==> config.mk <==
export PLATFORM = sky130hd
export DESIGN_NAME = xdata_timing
export DESIGN_NICKNAME = d
export VERILOG_FILES = /design/src/rtl/xdata_timing_pkg.sv /design/src/rtl/xdata_timing.sv
export SDC_FILE = /design/constraint.sdc
export NUM_CORES = 1
export LEC_CHECK = 0
export BUFFER_PORTS_ARGS = -buffer_cell sky130_fd_sc_hd__buf_2
export CAP_MARGIN = 30
export CORE_ASPECT_RATIO = 0.9
export CORE_MARGIN = 2
export CORE_UTILIZATION = 58
export DETAILED_ROUTE_END_ITERATION = 7
export PLACE_DENSITY = 0.95
export SYNTH_ARGS = -nofsm -noshare
export SYNTH_HDL_FRONTEND = slang
export SYNTH_SLANG_ARGS = --single-unit
==> constraint.sdc <==
create_clock -name sys_clk_i -period 5.6 [get_ports sys_clk_i]
set_input_delay 1.12 -clock sys_clk_i [delete_from_list [all_inputs] [get_ports sys_clk_i]]
set_output_delay 1.12 -clock sys_clk_i [all_outputs]
set_load 0.02 [all_outputs]
==> src/rtl/xdata_timing_pkg.sv <==
// Constants and types for the external data access timing block
package xdata_timing_pkg;
	localparam int unsigned CLK_PER_MC = 4;
	localparam logic [7:0] PTR_SEL_ADDR = 8'h86;
	localparam logic [7:0] CLOCK_CTRL_ADDR = 8'h8e;
	localparam logic [7:0] MEM_MAP_ADDR = 8'h9c;
	localparam logic [7:0] TA_ADDR = 8'hc7;
	localparam logic [7:0] TA_KEY1 = 8'haa;
	localparam logic [7:0] TA_KEY2 = 8'h55;
	localparam int unsigned TA_WINDOW = 3;
	localparam int unsigned STRETCH_LSB = 0;
	localparam int unsigned WAIT_EN_BIT = 7;
	localparam logic [2:0] STRETCH_RESET = 3'h1;
	localparam logic [7:0] CLOCK_CTRL_RESET = 8'h01;
	localparam logic [1:0] SAMPLE_PHASE = 2'h2;
	localparam logic [1:0] STROBE_END_PHASE = 2'h3;

	typedef enum logic [1:0] {
		MOVE_READ_PTR,
		MOVE_WRITE_PTR,
		MOVE_READ_REG,
		MOVE_WRITE_REG
	} move_kind_t;

	typedef struct packed {
		logic [15:0] addr;
		logic [7:0] wdata;
		logic rd_n;
		logic wr_n;
	} ext_bus_t;
endpackage

==> src/rtl/xdata_timing.sv <==
// External data move sequencer with stretch, wait input and dual data pointers
`timescale 1ns/1ps
// Operation
// - Move begins with a four clock fetch; access happens in the next cycle.
// - Stretch field bits 2..0 of clock control sets 2 to 9 cycles.
// - Only external data moves are lengthened; other instructions keep their timing.
// - Stretch resets to 1 giving 3 cycles; 0 gives 2 cycles.
// - Strobe width is 2, 4, then 8 to 28 clocks by stretch value.
// - Wait input on port four bit zero, used only when wait enable set.
// - With wait enabled, stretch is minimum (not enforced here: stretch 0 to 7 still apply); wait sampled in third clock state.
// - Each active wait sample inserts one more cycle with strobe held.
// - Wait cycles unlimited; move ends one cycle after wait is seen inactive, or in that same cycle at stretch 0.
// - Wait enable changes only after the timed access unlock sequence.
// - Pointer select picks primary or secondary pointer for moves, loads, increments.
// - Pointer select is bit zero at 86h; other bits read zero.
// - Register indirect address is working register low, port two latch high.
// - Each machine cycle is four clocks; lengths counted in machine cycles.
module xdata_timing
	import xdata_timing_pkg::*;
(
	// Clock, reset, enable
	input wire logic sys_clk_i,
	input wire logic sys_rst_i,
	input wire logic clk_en_i,
	// Register port
	input wire logic [7:0] reg_addr_i,
	input wire logic [7:0] reg_wdata_i,
	input wire logic reg_wr_i,
	input wire logic reg_rd_i,
	output logic [7:0] reg_rdata_o,
	// Sequencer requests
	input wire logic move_start_i,
	input wire move_kind_t move_kind_i,
	input wire logic [7:0] move_wdata_i,
	input wire logic [7:0] work_reg_i,
	input wire logic [7:0] port2_latch_i,
	input wire logic ptr_load_i,
	input wire logic [15:0] ptr_load_val_i,
	input wire logic ptr_inc_i,
	output logic move_busy_o,
	output logic move_done_o,
	output logic [7:0] move_rdata_o,
	output logic [15:0] sel_ptr_o,
	// External bus
	input wire logic [7:0] ext_rdata_i,
	input wire logic port4_bit0_pin_n_i,
	output ext_bus_t ext_bus_o
);
	typedef enum logic [1:0] {
		ST_IDLE,
		ST_FETCH,
		ST_ACCESS
	} seq_state_t;

	seq_state_t state_q;
	logic [1:0] phase_q;
	logic [3:0] mc_left_q;
	logic [2:0] stretch_q;
	logic wait_en_q;
	logic pointer_select_q;
	logic [15:0] primary_data_pointer_q;
	logic [15:0] secondary_data_pointer_q;
	logic [1:0] ta_stage_q;
	logic [1:0] ta_count_q;
	logic [7:0] rdata_q;
	logic [7:0] move_rdata_q;
	logic done_q;
	logic is_write_q;
	logic strobe_q;
	logic strobe_used_q;
	logic [5:0] strobe_left_q;
	ext_bus_t bus_q;
	logic [15:0] move_addr;
	logic last_clk;
	logic [5:0] strobe_clks;
	logic in_access;
	logic strobe_open;
	logic strobe_close;
	logic wait_seen;
	logic move_end;

	// Strobe width in clocks for a stretch value
	function automatic logic [5:0] strobe_width(input logic [2:0] s);
		if (s == 3'h0) begin
			strobe_width = 6'h02;
		end else begin
			strobe_width = {1'b0, s, 2'b00};
		end
	endfunction

	assign strobe_clks = strobe_width(stretch_q);
	assign last_clk = phase_q == 2'(CLK_PER_MC - 1);
	assign sel_ptr_o = pointer_select_q ? secondary_data_pointer_q : primary_data_pointer_q;
	always_comb begin
		if (move_kind_i == MOVE_READ_REG || move_kind_i == MOVE_WRITE_REG) begin
			move_addr = {port2_latch_i, work_reg_i};
		end else begin
			move_addr = sel_ptr_o;
		end
	end

	// Register writes; wait enable only inside an unlocked window
	always_ff @(posedge sys_clk_i) begin
		if (sys_rst_i) begin
			stretch_q <= STRETCH_RESET;
			wait_en_q <= 1'b0;
			pointer_select_q <= 1'b0;
			ta_stage_q <= 2'h0;
			ta_count_q <= 2'h0;
		end else if (clk_en_i) begin
			if (ta_count_q != 2'h0) begin
				ta_count_q <= ta_count_q - 2'h1;
			end
			if (reg_wr_i && reg_addr_i == TA_ADDR) begin
				if (reg_wdata_i == TA_KEY1) begin
					ta_stage_q <= 2'h1;
				end else if (reg_wdata_i == TA_KEY2 && ta_stage_q == 2'h1) begin
					ta_stage_q <= 2'h2;
					ta_count_q <= 2'(TA_WINDOW);
				end else begin
					ta_stage_q <= 2'h0;
				end
			end else if (reg_wr_i && reg_addr_i == PTR_SEL_ADDR) begin
				pointer_select_q <= reg_wdata_i[0];
			end else if (reg_wr_i && reg_addr_i == CLOCK_CTRL_ADDR) begin
				stretch_q <= reg_wdata_i[STRETCH_LSB +: 3];
			end else if (reg_wr_i && reg_addr_i == MEM_MAP_ADDR) begin
				if (ta_stage_q == 2'h2 && ta_count_q != 2'h0) begin
					wait_en_q <= reg_wdata_i[WAIT_EN_BIT];
				end
				ta_stage_q <= 2'h0;
			end
		end
	end

	// Register reads, data one cycle later
	always_ff @(posedge sys_clk_i) begin
		if (sys_rst_i) begin
			rdata_q <= 8'h00;
		end else if (clk_en_i) begin
			if (!reg_rd_i) begin
				rdata_q <= 8'h00;
			end else if (reg_addr_i == PTR_SEL_ADDR) begin
				rdata_q <= {7'h00, pointer_select_q};
			end else if (reg_addr_i == CLOCK_CTRL_ADDR) begin
				rdata_q <= {CLOCK_CTRL_RESET[7:3], stretch_q};
			end else if (reg_addr_i == MEM_MAP_ADDR) begin
				rdata_q <= {wait_en_q, 7'h00};
			end else if (reg_addr_i == TA_ADDR) begin
				rdata_q <= {6'h00, ta_stage_q};
			end else begin
				rdata_q <= 8'h00;
			end
		end
	end
	assign reg_rdata_o = rdata_q;

	// Data pointer loads and increments act on the selected pointer
	always_ff @(posedge sys_clk_i) begin
		if (sys_rst_i) begin
			primary_data_pointer_q <= 16'h0000;
			secondary_data_pointer_q <= 16'h0000;
		end else if (clk_en_i) begin
			if (ptr_load_i) begin
				if (pointer_select_q) begin
					secondary_data_pointer_q <= ptr_load_val_i;
				end else begin
					primary_data_pointer_q <= ptr_load_val_i;
				end
			end else if (ptr_inc_i) begin
				if (pointer_select_q) begin
					secondary_data_pointer_q <= secondary_data_pointer_q + 16'h0001;
				end else begin
					primary_data_pointer_q <= primary_data_pointer_q + 16'h0001;
				end
			end
		end
	end

	// Elaboration guard: phase counter and sampling point assume four clocks per cycle
	if (CLK_PER_MC != 4 || SAMPLE_PHASE >= STROBE_END_PHASE) begin : g_cfg_check
		$error("Machine cycle constants do not fit the two bit phase counter");
	end

	// Access terms shared by the sequencer processes
	assign in_access = state_q == ST_ACCESS;
	assign strobe_open = in_access && !strobe_q && !strobe_used_q && phase_q == 2'h0;
	// Wait counts only at the third clock state just before the strobe would fall
	assign wait_seen = strobe_q && phase_q == SAMPLE_PHASE &&
		strobe_left_q <= 6'(CLK_PER_MC - 1) && wait_en_q && !port4_bit0_pin_n_i;
	assign strobe_close = strobe_q && strobe_left_q == 6'h01 && !wait_seen;
	assign move_end = in_access && last_clk && mc_left_q == 4'h1;

	// Sequencer state and clock phase within the machine cycle
	always_ff @(posedge sys_clk_i) begin
		if (sys_rst_i) begin
			state_q <= ST_IDLE;
			phase_q <= 2'h0;
		end else if (clk_en_i) begin
			case (state_q)
				ST_IDLE: begin
					phase_q <= 2'h0;
					if (move_start_i) begin
						state_q <= ST_FETCH;
						phase_q <= 2'h1;
					end
				end
				ST_FETCH: begin
					phase_q <= phase_q + 2'h1;
					if (last_clk) begin
						state_q <= ST_ACCESS;
					end
				end
				ST_ACCESS: begin
					phase_q <= phase_q + 2'h1;
					if (move_end) begin
						state_q <= ST_IDLE;
					end
				end
				default: begin
					state_q <= ST_IDLE;
					phase_q <= 2'h0;
				end
			endcase
		end
	end

	// Access machine cycles left; a sampled wait adds one more cycle
	always_ff @(posedge sys_clk_i) begin
		if (sys_rst_i) begin
			mc_left_q <= 4'h0;
		end else if (clk_en_i) begin
			if (state_q == ST_FETCH && last_clk) begin
				mc_left_q <= {1'b0, stretch_q} + 4'h1;
			end else if (wait_seen) begin
				mc_left_q <= mc_left_q + 4'h1;
			end else if (in_access && last_clk && !move_end) begin
				mc_left_q <= mc_left_q - 4'h1;
			end
		end
	end

	// Strobe timer; a sampled wait keeps the strobe open one more machine cycle
	always_ff @(posedge sys_clk_i) begin
		if (sys_rst_i) begin
			strobe_q <= 1'b0;
			strobe_used_q <= 1'b0;
			strobe_left_q <= 6'h00;
		end else if (clk_en_i) begin
			if (state_q == ST_FETCH) begin
				strobe_used_q <= 1'b0;
			end
			if (strobe_open) begin
				strobe_q <= 1'b1;
				strobe_used_q <= 1'b1;
				strobe_left_q <= strobe_clks;
			end else if (strobe_close) begin
				strobe_q <= 1'b0;
				strobe_left_q <= 6'h00;
			end else if (wait_seen) begin
				strobe_left_q <= strobe_left_q + 6'(CLK_PER_MC - 1);
			end else if (strobe_q) begin
				strobe_left_q <= strobe_left_q - 6'h01;
			end
		end
	end

	// Address and write data latched at the start and held until the next move
	always_ff @(posedge sys_clk_i) begin
		if (sys_rst_i) begin
			is_write_q <= 1'b0;
			bus_q <= '{addr: 16'h0000, wdata: 8'h00, rd_n: 1'b1, wr_n: 1'b1};
		end else if (clk_en_i) begin
			if (state_q == ST_IDLE && move_start_i) begin
				is_write_q <= move_kind_i == MOVE_WRITE_PTR || move_kind_i == MOVE_WRITE_REG;
				bus_q.addr <= move_addr;
				bus_q.wdata <= move_wdata_i;
			end
			if (strobe_open) begin
				bus_q.rd_n <= is_write_q;
				bus_q.wr_n <= !is_write_q;
			end else if (strobe_close) begin
				bus_q.rd_n <= 1'b1;
				bus_q.wr_n <= 1'b1;
			end
		end
	end

	// Read data taken as the strobe closes; done marks the first idle clock after the move
	always_ff @(posedge sys_clk_i) begin
		if (sys_rst_i) begin
			move_rdata_q <= 8'h00;
			done_q <= 1'b0;
		end else if (clk_en_i) begin
			done_q <= move_end;
			if (strobe_close && !is_write_q) begin
				move_rdata_q <= ext_rdata_i;
			end
		end
	end

	assign move_busy_o = state_q != ST_IDLE;
	assign move_done_o = done_q;
	assign move_rdata_o = move_rdata_q;
	assign ext_bus_o = bus_q;
endmodule

Word-level counts from Yosys, hierarchy flattened
Cells that the tools add are included.
{ "totals": {"ff_bits": 101, "inputBits": 75, "output_inout_bits": 60} }
{ "classes": {"addsub": 9, "n_lt_le_gt_ge": 1, "eq_ne": 22, "mux": 45, "bitwise_logic": 4, "n_reduce_logical": 54} }
{ "ops": {"columns": ["operator", "n"], "rows": [
  ["$mux W16", 10],
  ["$eq A8 B8 Y1 const B", 5],
  ["$add A16 B1 Y16 const B", 2],
  ["$mux W2", 16],
  ["$mux W8", 4],
  ["$mux W6", 4],
  ["$logic_and A1 B1 Y1", 21],
  ["$eq A2 B2 Y1 const B", 6],
  ["$mux W4", 3],
  ["$reduce_and A2 Y1", 6],
  ["$reduce_and A4 Y1", 3],
  ["$reduce_bool A2 Y1", 6],
  ["$reduce_and A3 Y1", 3],
  ["$eq A8 B7 Y1 const B", 1],
  ["$ne A2 B2 Y1 const B", 4],
  ["$add A6 B2 Y6 const B", 1],
  ["$eq A2 B1 Y1 const B", 3],
  ["$eq A6 B1 Y1 const B", 1],
  ["$le A6 B2 Y1 const B", 1],
  ["$logic_not A1 Y1", 6],
  ["$pmux W2 S3", 1],
  ["$reduce_and A6 Y1", 1],
  ["$sub A6 B1 Y6 const B", 1],
  ["$mux W1", 5],
  ["other kinds (16)", 21]
]} }

Depth between registers and ports, before layout
Gate-level depths: netlist of run 1.
{ "depth": {"word_depth": 9, "mapped_depth": 8} }

Worst setup path before layout of run 1
Ideal clock, no wire load.
{ "synth_path": {"kind": "input-to-reg", "from": "in reg_addr_i[5]", "to": "reg rdata_q[2] (netlist: reg_rdata_o[2])", "setup_time_ps": 70, "t_arrival_ps": 2353, "t_required_ps": 5530, "slack_ps": 3177, "stages": 5, "n_path_buf": 0, "path_cell_list": "nand3b_4 -> or3b_1 -> nor2_1 -> or4b_1 -> a21oi_1"} }
{ "synth_via": {"elab_chain_cells": 4, "elab_cells_between_ends": 5, "classes_between": "2 x eq/ne; 3 x mux"} }
{ "synth_lines": {"columns": ["item", "line", "rtl"], "rows": [
  ["from (decl)", "xdata_timing.sv:26", "input wire logic [7:0] reg_addr_i,"],
  ["$eq A8 B8 Y1", "xdata_timing.sv:145", "end else if (reg_addr_i == CLOCK_CTRL_ADDR) begin"],
  ["$mux W8", "xdata_timing.sv:145", null],
  ["$mux W8 *", "xdata_timing.sv:143", "end else if (reg_addr_i == PTR_SEL_ADDR) begin"],
  ["$mux W8 *", "xdata_timing.sv:141", "if (!reg_rd_i) begin"],
  ["to (signal assigned)", "xdata_timing.sv:144", "rdata_q <= {7'h00, pointer_select_q};"],
  ["to (signal assigned)", "xdata_timing.sv:146", "rdata_q <= {CLOCK_CTRL_RESET[7:3], stretch_q};"],
  ["to (signal assigned)", "xdata_timing.sv:148", "rdata_q <= {wait_en_q, 7'h00};"],
  ["to (decl)", "xdata_timing.sv:65", "logic [7:0] rdata_q;"]
]} }
Mark *: on every way between the ends. The rest lies on a longest branch, timed or not.
A chain may end at the register's enable or synchronous reset.

Worst setup path in the final report of run 1
{ "layout_path": {"from": "reg pointer_select_q", "to": "out sel_ptr_o[9]"} }
{ "layout_via": {"elab_chain_cells": 1} }
{ "layout_lines": {"columns": ["item", "line", "rtl"], "rows": [
  ["from (decl)", "xdata_timing.sv:60", "logic pointer_select_q;"],
  ["from (signal assigned)", "xdata_timing.sv:124", "pointer_select_q <= reg_wdata_i[0];"],
  ["$mux W16", "xdata_timing.sv:93", "assign sel_ptr_o = pointer_select_q ? secondary_data_pointer_q : primary_data_pointer_q;"],
  ["to (decl)", "xdata_timing.sv:43", "output logic [15:0] sel_ptr_o,"]
]} }
Every way passes these cells.

==> results of run 1 <==
layout make-up:
cell class,instances,area [um^2]
Clock buffer,9,124
Clock inverter,7,77.6
Fill cell,769,2840
Inverter,24,90.1
Multi-Input combinational cell,522,3220
Sequential cell,97,1940
Tap cell,122,153
Timing Repair Buffer,134,678
cells in the mapped netlist (14+ instances only):
library cell,n
o21ai_0,38
nor3_1,14
a21oi_1,67
nor2_1,59
inv_1,23
nand3_1,17
o211ai_1,18
clkbuf_1,28
nand2_1,87
ha_1,17
mux2_2,14
dfxtp_1,97
nand2b_1,20
mux2i_1,18
cells by family (layout without fill, tap and decap cells):
kind of cell    Yosys count  after routing  synth area share [%]
other cells               1              4                0.0689
simple gates            269            269                  25.6
compound gates          195            195                  22.4
mux                      32             32                  6.20
fa+ha+maj                17             17                  3.91
xor+xnor                  5              5                 0.804
buf+inv                  69            174                  5.40
flops                    97             97                  35.7
routing by layer:
layer	track usage [%]	share of wire (%)	wire, um
met2	47.4	44	6970
met3	7.38	11	1790
met4	8.77	1.9	294
met5	0	0	0
met1	42.4	42	6610
critical path: stages (launching register included):
cell and delay, ns:
dfxtp_1 0.97, mux2_2 0.47, buf_2 0.18
metrics by stage:
step / hold WS (ns) / setup WS, ns / area (um^2)
2_1_floorplan: 0.445 / 3.18 / 5460
3_3_place_gp: 0.438 / 2.45 / 6080
3_5_place_dp: 0.445 / 2.40 / 6080
4_1_cts: 0.459 / 2.53 / 6280
5_1_grt: 0.473 / 2.39 / 6280
6_report: 0.458 / 2.49 / 6280
state kept, by name, indices dropped and copies added, names as in the netlist, 2 cells and up:
register and cells:
reg_rdata_o 4, stretch_q 3, strobe_left_q 6, secondary_data_pointer_q 16, ext_bus_o 26, ta_count_q 2
ta_stage_q 2, primary_data_pointer_q 16, move_rdata_o 8, phase_q 2, state_q 2, mc_left_q 4
report_power, final:
group	leakage, nW	switching [mW]	internal (mW)	total [mW]
clock	0.100	0.260	0.211	0.471
combinational	1.63	0.137	0.0824	0.220
sequential	0.787	0.0195	0.710	0.730
worst paths after layout:
path / from / endpoint / slack (ns) / cells after the start
worst max-delay path: pointer_select_q$_SDFFE_PP0P_ / sel_ptr_o[9] / 2.49 / 2
worst min-delay path: ext_bus_o[22]$_SDFFE_PP0P_ / ext_bus_o[22]$_SDFFE_PP0P_ / 0.46 / 2
worst max register to register: pointer_select_q$_SDFFE_PP0P_ / secondary_data_pointer_q[15]$_SDFFE_PP0P_ / 3.25 / 4
worst min register to register: ext_bus_o[22]$_SDFFE_PP0P_ / ext_bus_o[22]$_SDFFE_PP0P_ / 0.46 / 2
==> results.toml, run 1 <==
[cts]
clock_latency_ns = 0.36
clock_sinks = 97
htree_levels = 3
ctsRootBufferMaster = "clkbuf_8"
cts_tree = "yes"
cts_setup_buffers = 0
clk_path_buf_depth = 2
cts-resized-gates = 0
cts_hold_buf = 0
cts_buffers = 9
clk_pin_slew_ns = 0.10

[timing]
finalSetupTns_ns = 0
fmax_mhz = 321
skew_ns = 0.0108
period_needed_ns = 3.11
finalSetupViolations = 0
period_share_pct = 55.6
slew_headroom_pct = 35.2
finalHoldViolations = 0
finalMaxSlewViolations = 0
worst_pin_slew_ns = 0.971
grt_setup_unrepaired = "false"

[grt]
antenna_found_initial = 0
grt_max_degree = 93
grt_pass1_vias = 5248
track_usage_pct = 30.5
grt_pass1_wl_um = 25100
overflow = 0

[synth]
yosysWarnings = 0
synth.top_cell.area_share_pct = 35.7
netlist_instances = 685
yosysUniqueCellTypes = 73
synthArstFlopShare_pct = 0
syn_avg_cell_area_um2 = 7.95
synth-seq-cells = 97
synth_edf_count = 0
synthesis.area_mm2 = 0.00545
synth_top_cell_by_area = "dfxtp_1"
synthTopCellsByArea = "dfxtp_1 (36%), a21oi_1 (6.2%), nand2_1 (6.0%)"
synth-main-ff-cell = "dfxtp_1"
ys_seq_area_share_pct = 35.7

[finish]
nets = 880
post-route-util_pct = 68.9
insertedDiodeCount = 0
drive_above_1_share_pct = 23.6
final_common_cell = "buf_2"
syn_to_final_growth_pct = 15.4
stdcell_count = 915
mostFrequentLayoutCells = "buf_2 (131), dfxtp_1 (97), nand2_1 (87)"

[route]
vias_per_cell = 6.26
drt_pass1_iterations = 6
antenna_left = 0
wl_um = 15700
drc_errors = 0
vias = 5728
routedWlPerCell_um = 17.1
drtIter0Drc = 532

[power]
power_density_mw_per_mm2 = 226
p_total_mw = 1.42
p_leak_nw = 2.52
irDropWorstVdd_mv = 0.177

[worst_setup_path]
cp.required_ns = 4.48
cp.arrival_ns = 1.99
worstPathMaxFanout = 23
end_kind = "primary output"
start_kind = "register"
path_class = "reg -> out"

[run]
drv_cap = 0

[floorplan]
die_h_um = 95.9
die_x_um = 106
rows = 33
design.core.area_mm2 = 0.00913
dieArea_mm2 = 0.0102
initial_core_util_pct = 59.7
ioPinCount = 135

[status]
status = "completed"

[placed_design]
place_inst = 899
portBuffers = 130
gp_congestion = 0.925
detailed_place_hpwl_um = 11500

[min_path]
min_path_type = "reg -> reg"
Note: power is estimated with default switching activity, not from simulation.
==> run 2, diff against run 1 <==
Settings changed: CORE_UTILIZATION 58 to 49, PLACE_DENSITY 0.95 to 0.88.
Clock period 5.6 ns to 2.7 ns, I/O delays scaled along.
==> run 2 against run 1 <==
Effect of this change:
- sequential cell count did not move
- power grew 130%
- global-route usage fell by 6.6 points
- non-clock buffer count rose by 4
- critical path type unchanged
==> results.toml, run 2 (synthesis results as in run 1) <==
[power]
seqPwrFrac_pct = 47.0
p_leak_nw = 2.57
p_sw_mw = 0.856
irDropWorstVdd_mv = 0.264
internal_power_mw = 2.36
p_total_mw = 3.22
p_comb_share_pct = 14.1
power_density_mw_per_mm2 = 501
p_clk_share_pct = 38.9
switching_share_pct = 26.6

[grt]
antenna_found_initial = 0
overflow = 0
grt_max_degree = 91
grt_pass1_vias = 4692
grt_pass1_wl_um = 23500
use_met3_pct = 6.06
grtUsageMet2_pct = 34.2
busiest_layer = "met1"
track_usage_pct = 24.0
use_met1_pct = 36.2

[timing]
finalHoldViolations = 0
slew_headroom_pct = 35.9
fmax_mhz = 410
period_share_pct = 90.3
grt_setup_unrepaired = "false"
finalSetupViolations = 0
period_needed_ns = 2.44
worst_pin_slew_ns = 0.961
skew_ns = 0.00938
finalSetupTns_ns = 0
finalMaxSlewViolations = 0

[placed_design]
place_inst = 914
gp_congestion = 0.921
detailed_place_hpwl_um = 10500
placed_area_mm2 = 0.00614
portBuffers = 130

[finish]
post-route-util_pct = 59.5
final_common_cell = "buf_2"
drive_above_1_share_pct = 23.7
fill_cells = 964
stdcell_area_mm2 = 0.00643
largest_register_ffs = 26
syn_to_final_growth_pct = 18.1
stdcell_count = 929
mostFrequentLayoutCells = "buf_2 (130), dfxtp_1 (97), nand2_1 (87)"
insertedDiodeCount = 0
nets = 884

[floorplan]
ioPinCount = 135
die_x_um = 115
rows = 36
dieArea_mm2 = 0.0120
die_h_um = 104
design.core.area_mm2 = 0.0108
initial_core_util_pct = 50.4

[worst_setup_path]
start_kind = "register"
reg2reg_slack_ns = 0.46
cp.required_ns = 2.16
reg2reg_to = "secondary_data_pointer_q[15]$_SDFFE_PP0P_"
end_kind = "primary output"
worstPathMaxFanout = 23
reg2regPathDepth = 4
cp.arrival_ns = 1.90
rr_startpoint = "pointer_select_q$_SDFFE_PP0P_"
path_class = "reg -> out"

[min_path]
min_path_type = "in -> reg"
hold_end = "move_rdata_o[2]$_SDFFE_PP0P_"
hp-start = "ext_rdata_i[2]"
holdPathStages = 3

[cts]
cts-resized-gates = 0
cts_setup_buffers = 0
clk_path_buf_depth = 2
cts_hold_buf = 0
htree_levels = 3
cts_tree = "yes"
ctsRootBufferMaster = "clkbuf_16"
clk_pin_slew_ns = 0.07
clock_latency_ns = 0.35
cts_buffers = 9
clock_sinks = 97

[route]
vias = 5479
drtIter0Drc = 467
antenna_left = 0
drt_pass1_iterations = 6
routedWlPerCell_um = 15.7
vias_per_cell = 5.90
drc_errors = 0
wl_um = 14600

[status]
status = "completed"

[run]
drv_cap = 0
## run 2: cell count changes in the layout (fill, tap and decap cells not counted)
cell        before  now
buf_2          131  130
inv_6            2    0
clkinvlp_4       1    3
clkbuf_8         9    0
buf_4            3    7
buf_12           0    1
clkbuf_16        0    9
clkbuf_1         0    1
clkinv_4         2    0
## run 2: worst max-delay path, stage by stage, from the launching register on
cell	delay, ns
dfxtp_1	0.93
nand2_1	0.20
o21ai_0	0.20
buf_2	0.23
## run 2: per-layer routing
metal / vias up / wire, um / part of all wire [%]
met1: 2536 / 6810 / 47
met5: - / 0 / 0
met2: 250 / 6240 / 43
li1: 2672 / - / -
met4: 0 / 211 / 1.4
met3: 21 / 1360 / 9.3
## run 2: cell type report
type                    count  area, um^2  share of cell area [%]
flip-flops and latches     97        1940                    30.2
inverters                  24        90.1                    1.40
clock buffers              10         229                    3.56
well taps                 133         166                    2.59
clock inverters             5        57.6                   0.895
multi-input cells         522        3220                    50.1
repair buffers            138         723                    11.2
## run 2: through the flow
step | hold WS, ns | setup slack, ns
final | 0.425 | 0.261
after global routing | 0.421 | 0.166
after floorplan | 0.445 | 0.857
after CTS | 0.425 | 0.275
after global placement | 0.437 | 0.597
after detailed placement | 0.442 | 0.512
## run 2: worst max-delay path by stage
stage,start,end,cells past startpoint
finish,pointer_select_q$_SDFFE_PP0P_,sel_ptr_o[6],3
detailed placement,pointer_select_q$_SDFFE_PP0P_,secondary_data_pointer_q[15]$_SDFFE_PP0P_,4
global route,pointer_select_q$_SDFFE_PP0P_,sel_ptr_o[6],3
floorplan,reg_addr_i[5],reg_rdata_o[2]$_SDFFE_PP0P_,5
global placement,clk_en_i,primary_data_pointer_q[11]$_SDFFE_PP0P_,8
CTS,pointer_select_q$_SDFFE_PP0P_,sel_ptr_o[11],2
## run 2: power by group through the flow
stage                     registers [mW]  clock network, mW  logic [mW]
after floorplan                     1.56                  0       0.273
after global placement              1.54                  0       0.440
after detailed placement            1.54                  0       0.447
after CTS                           1.51               1.27       0.450
after global routing                1.52               1.34       0.496
final                               1.51               1.25       0.452
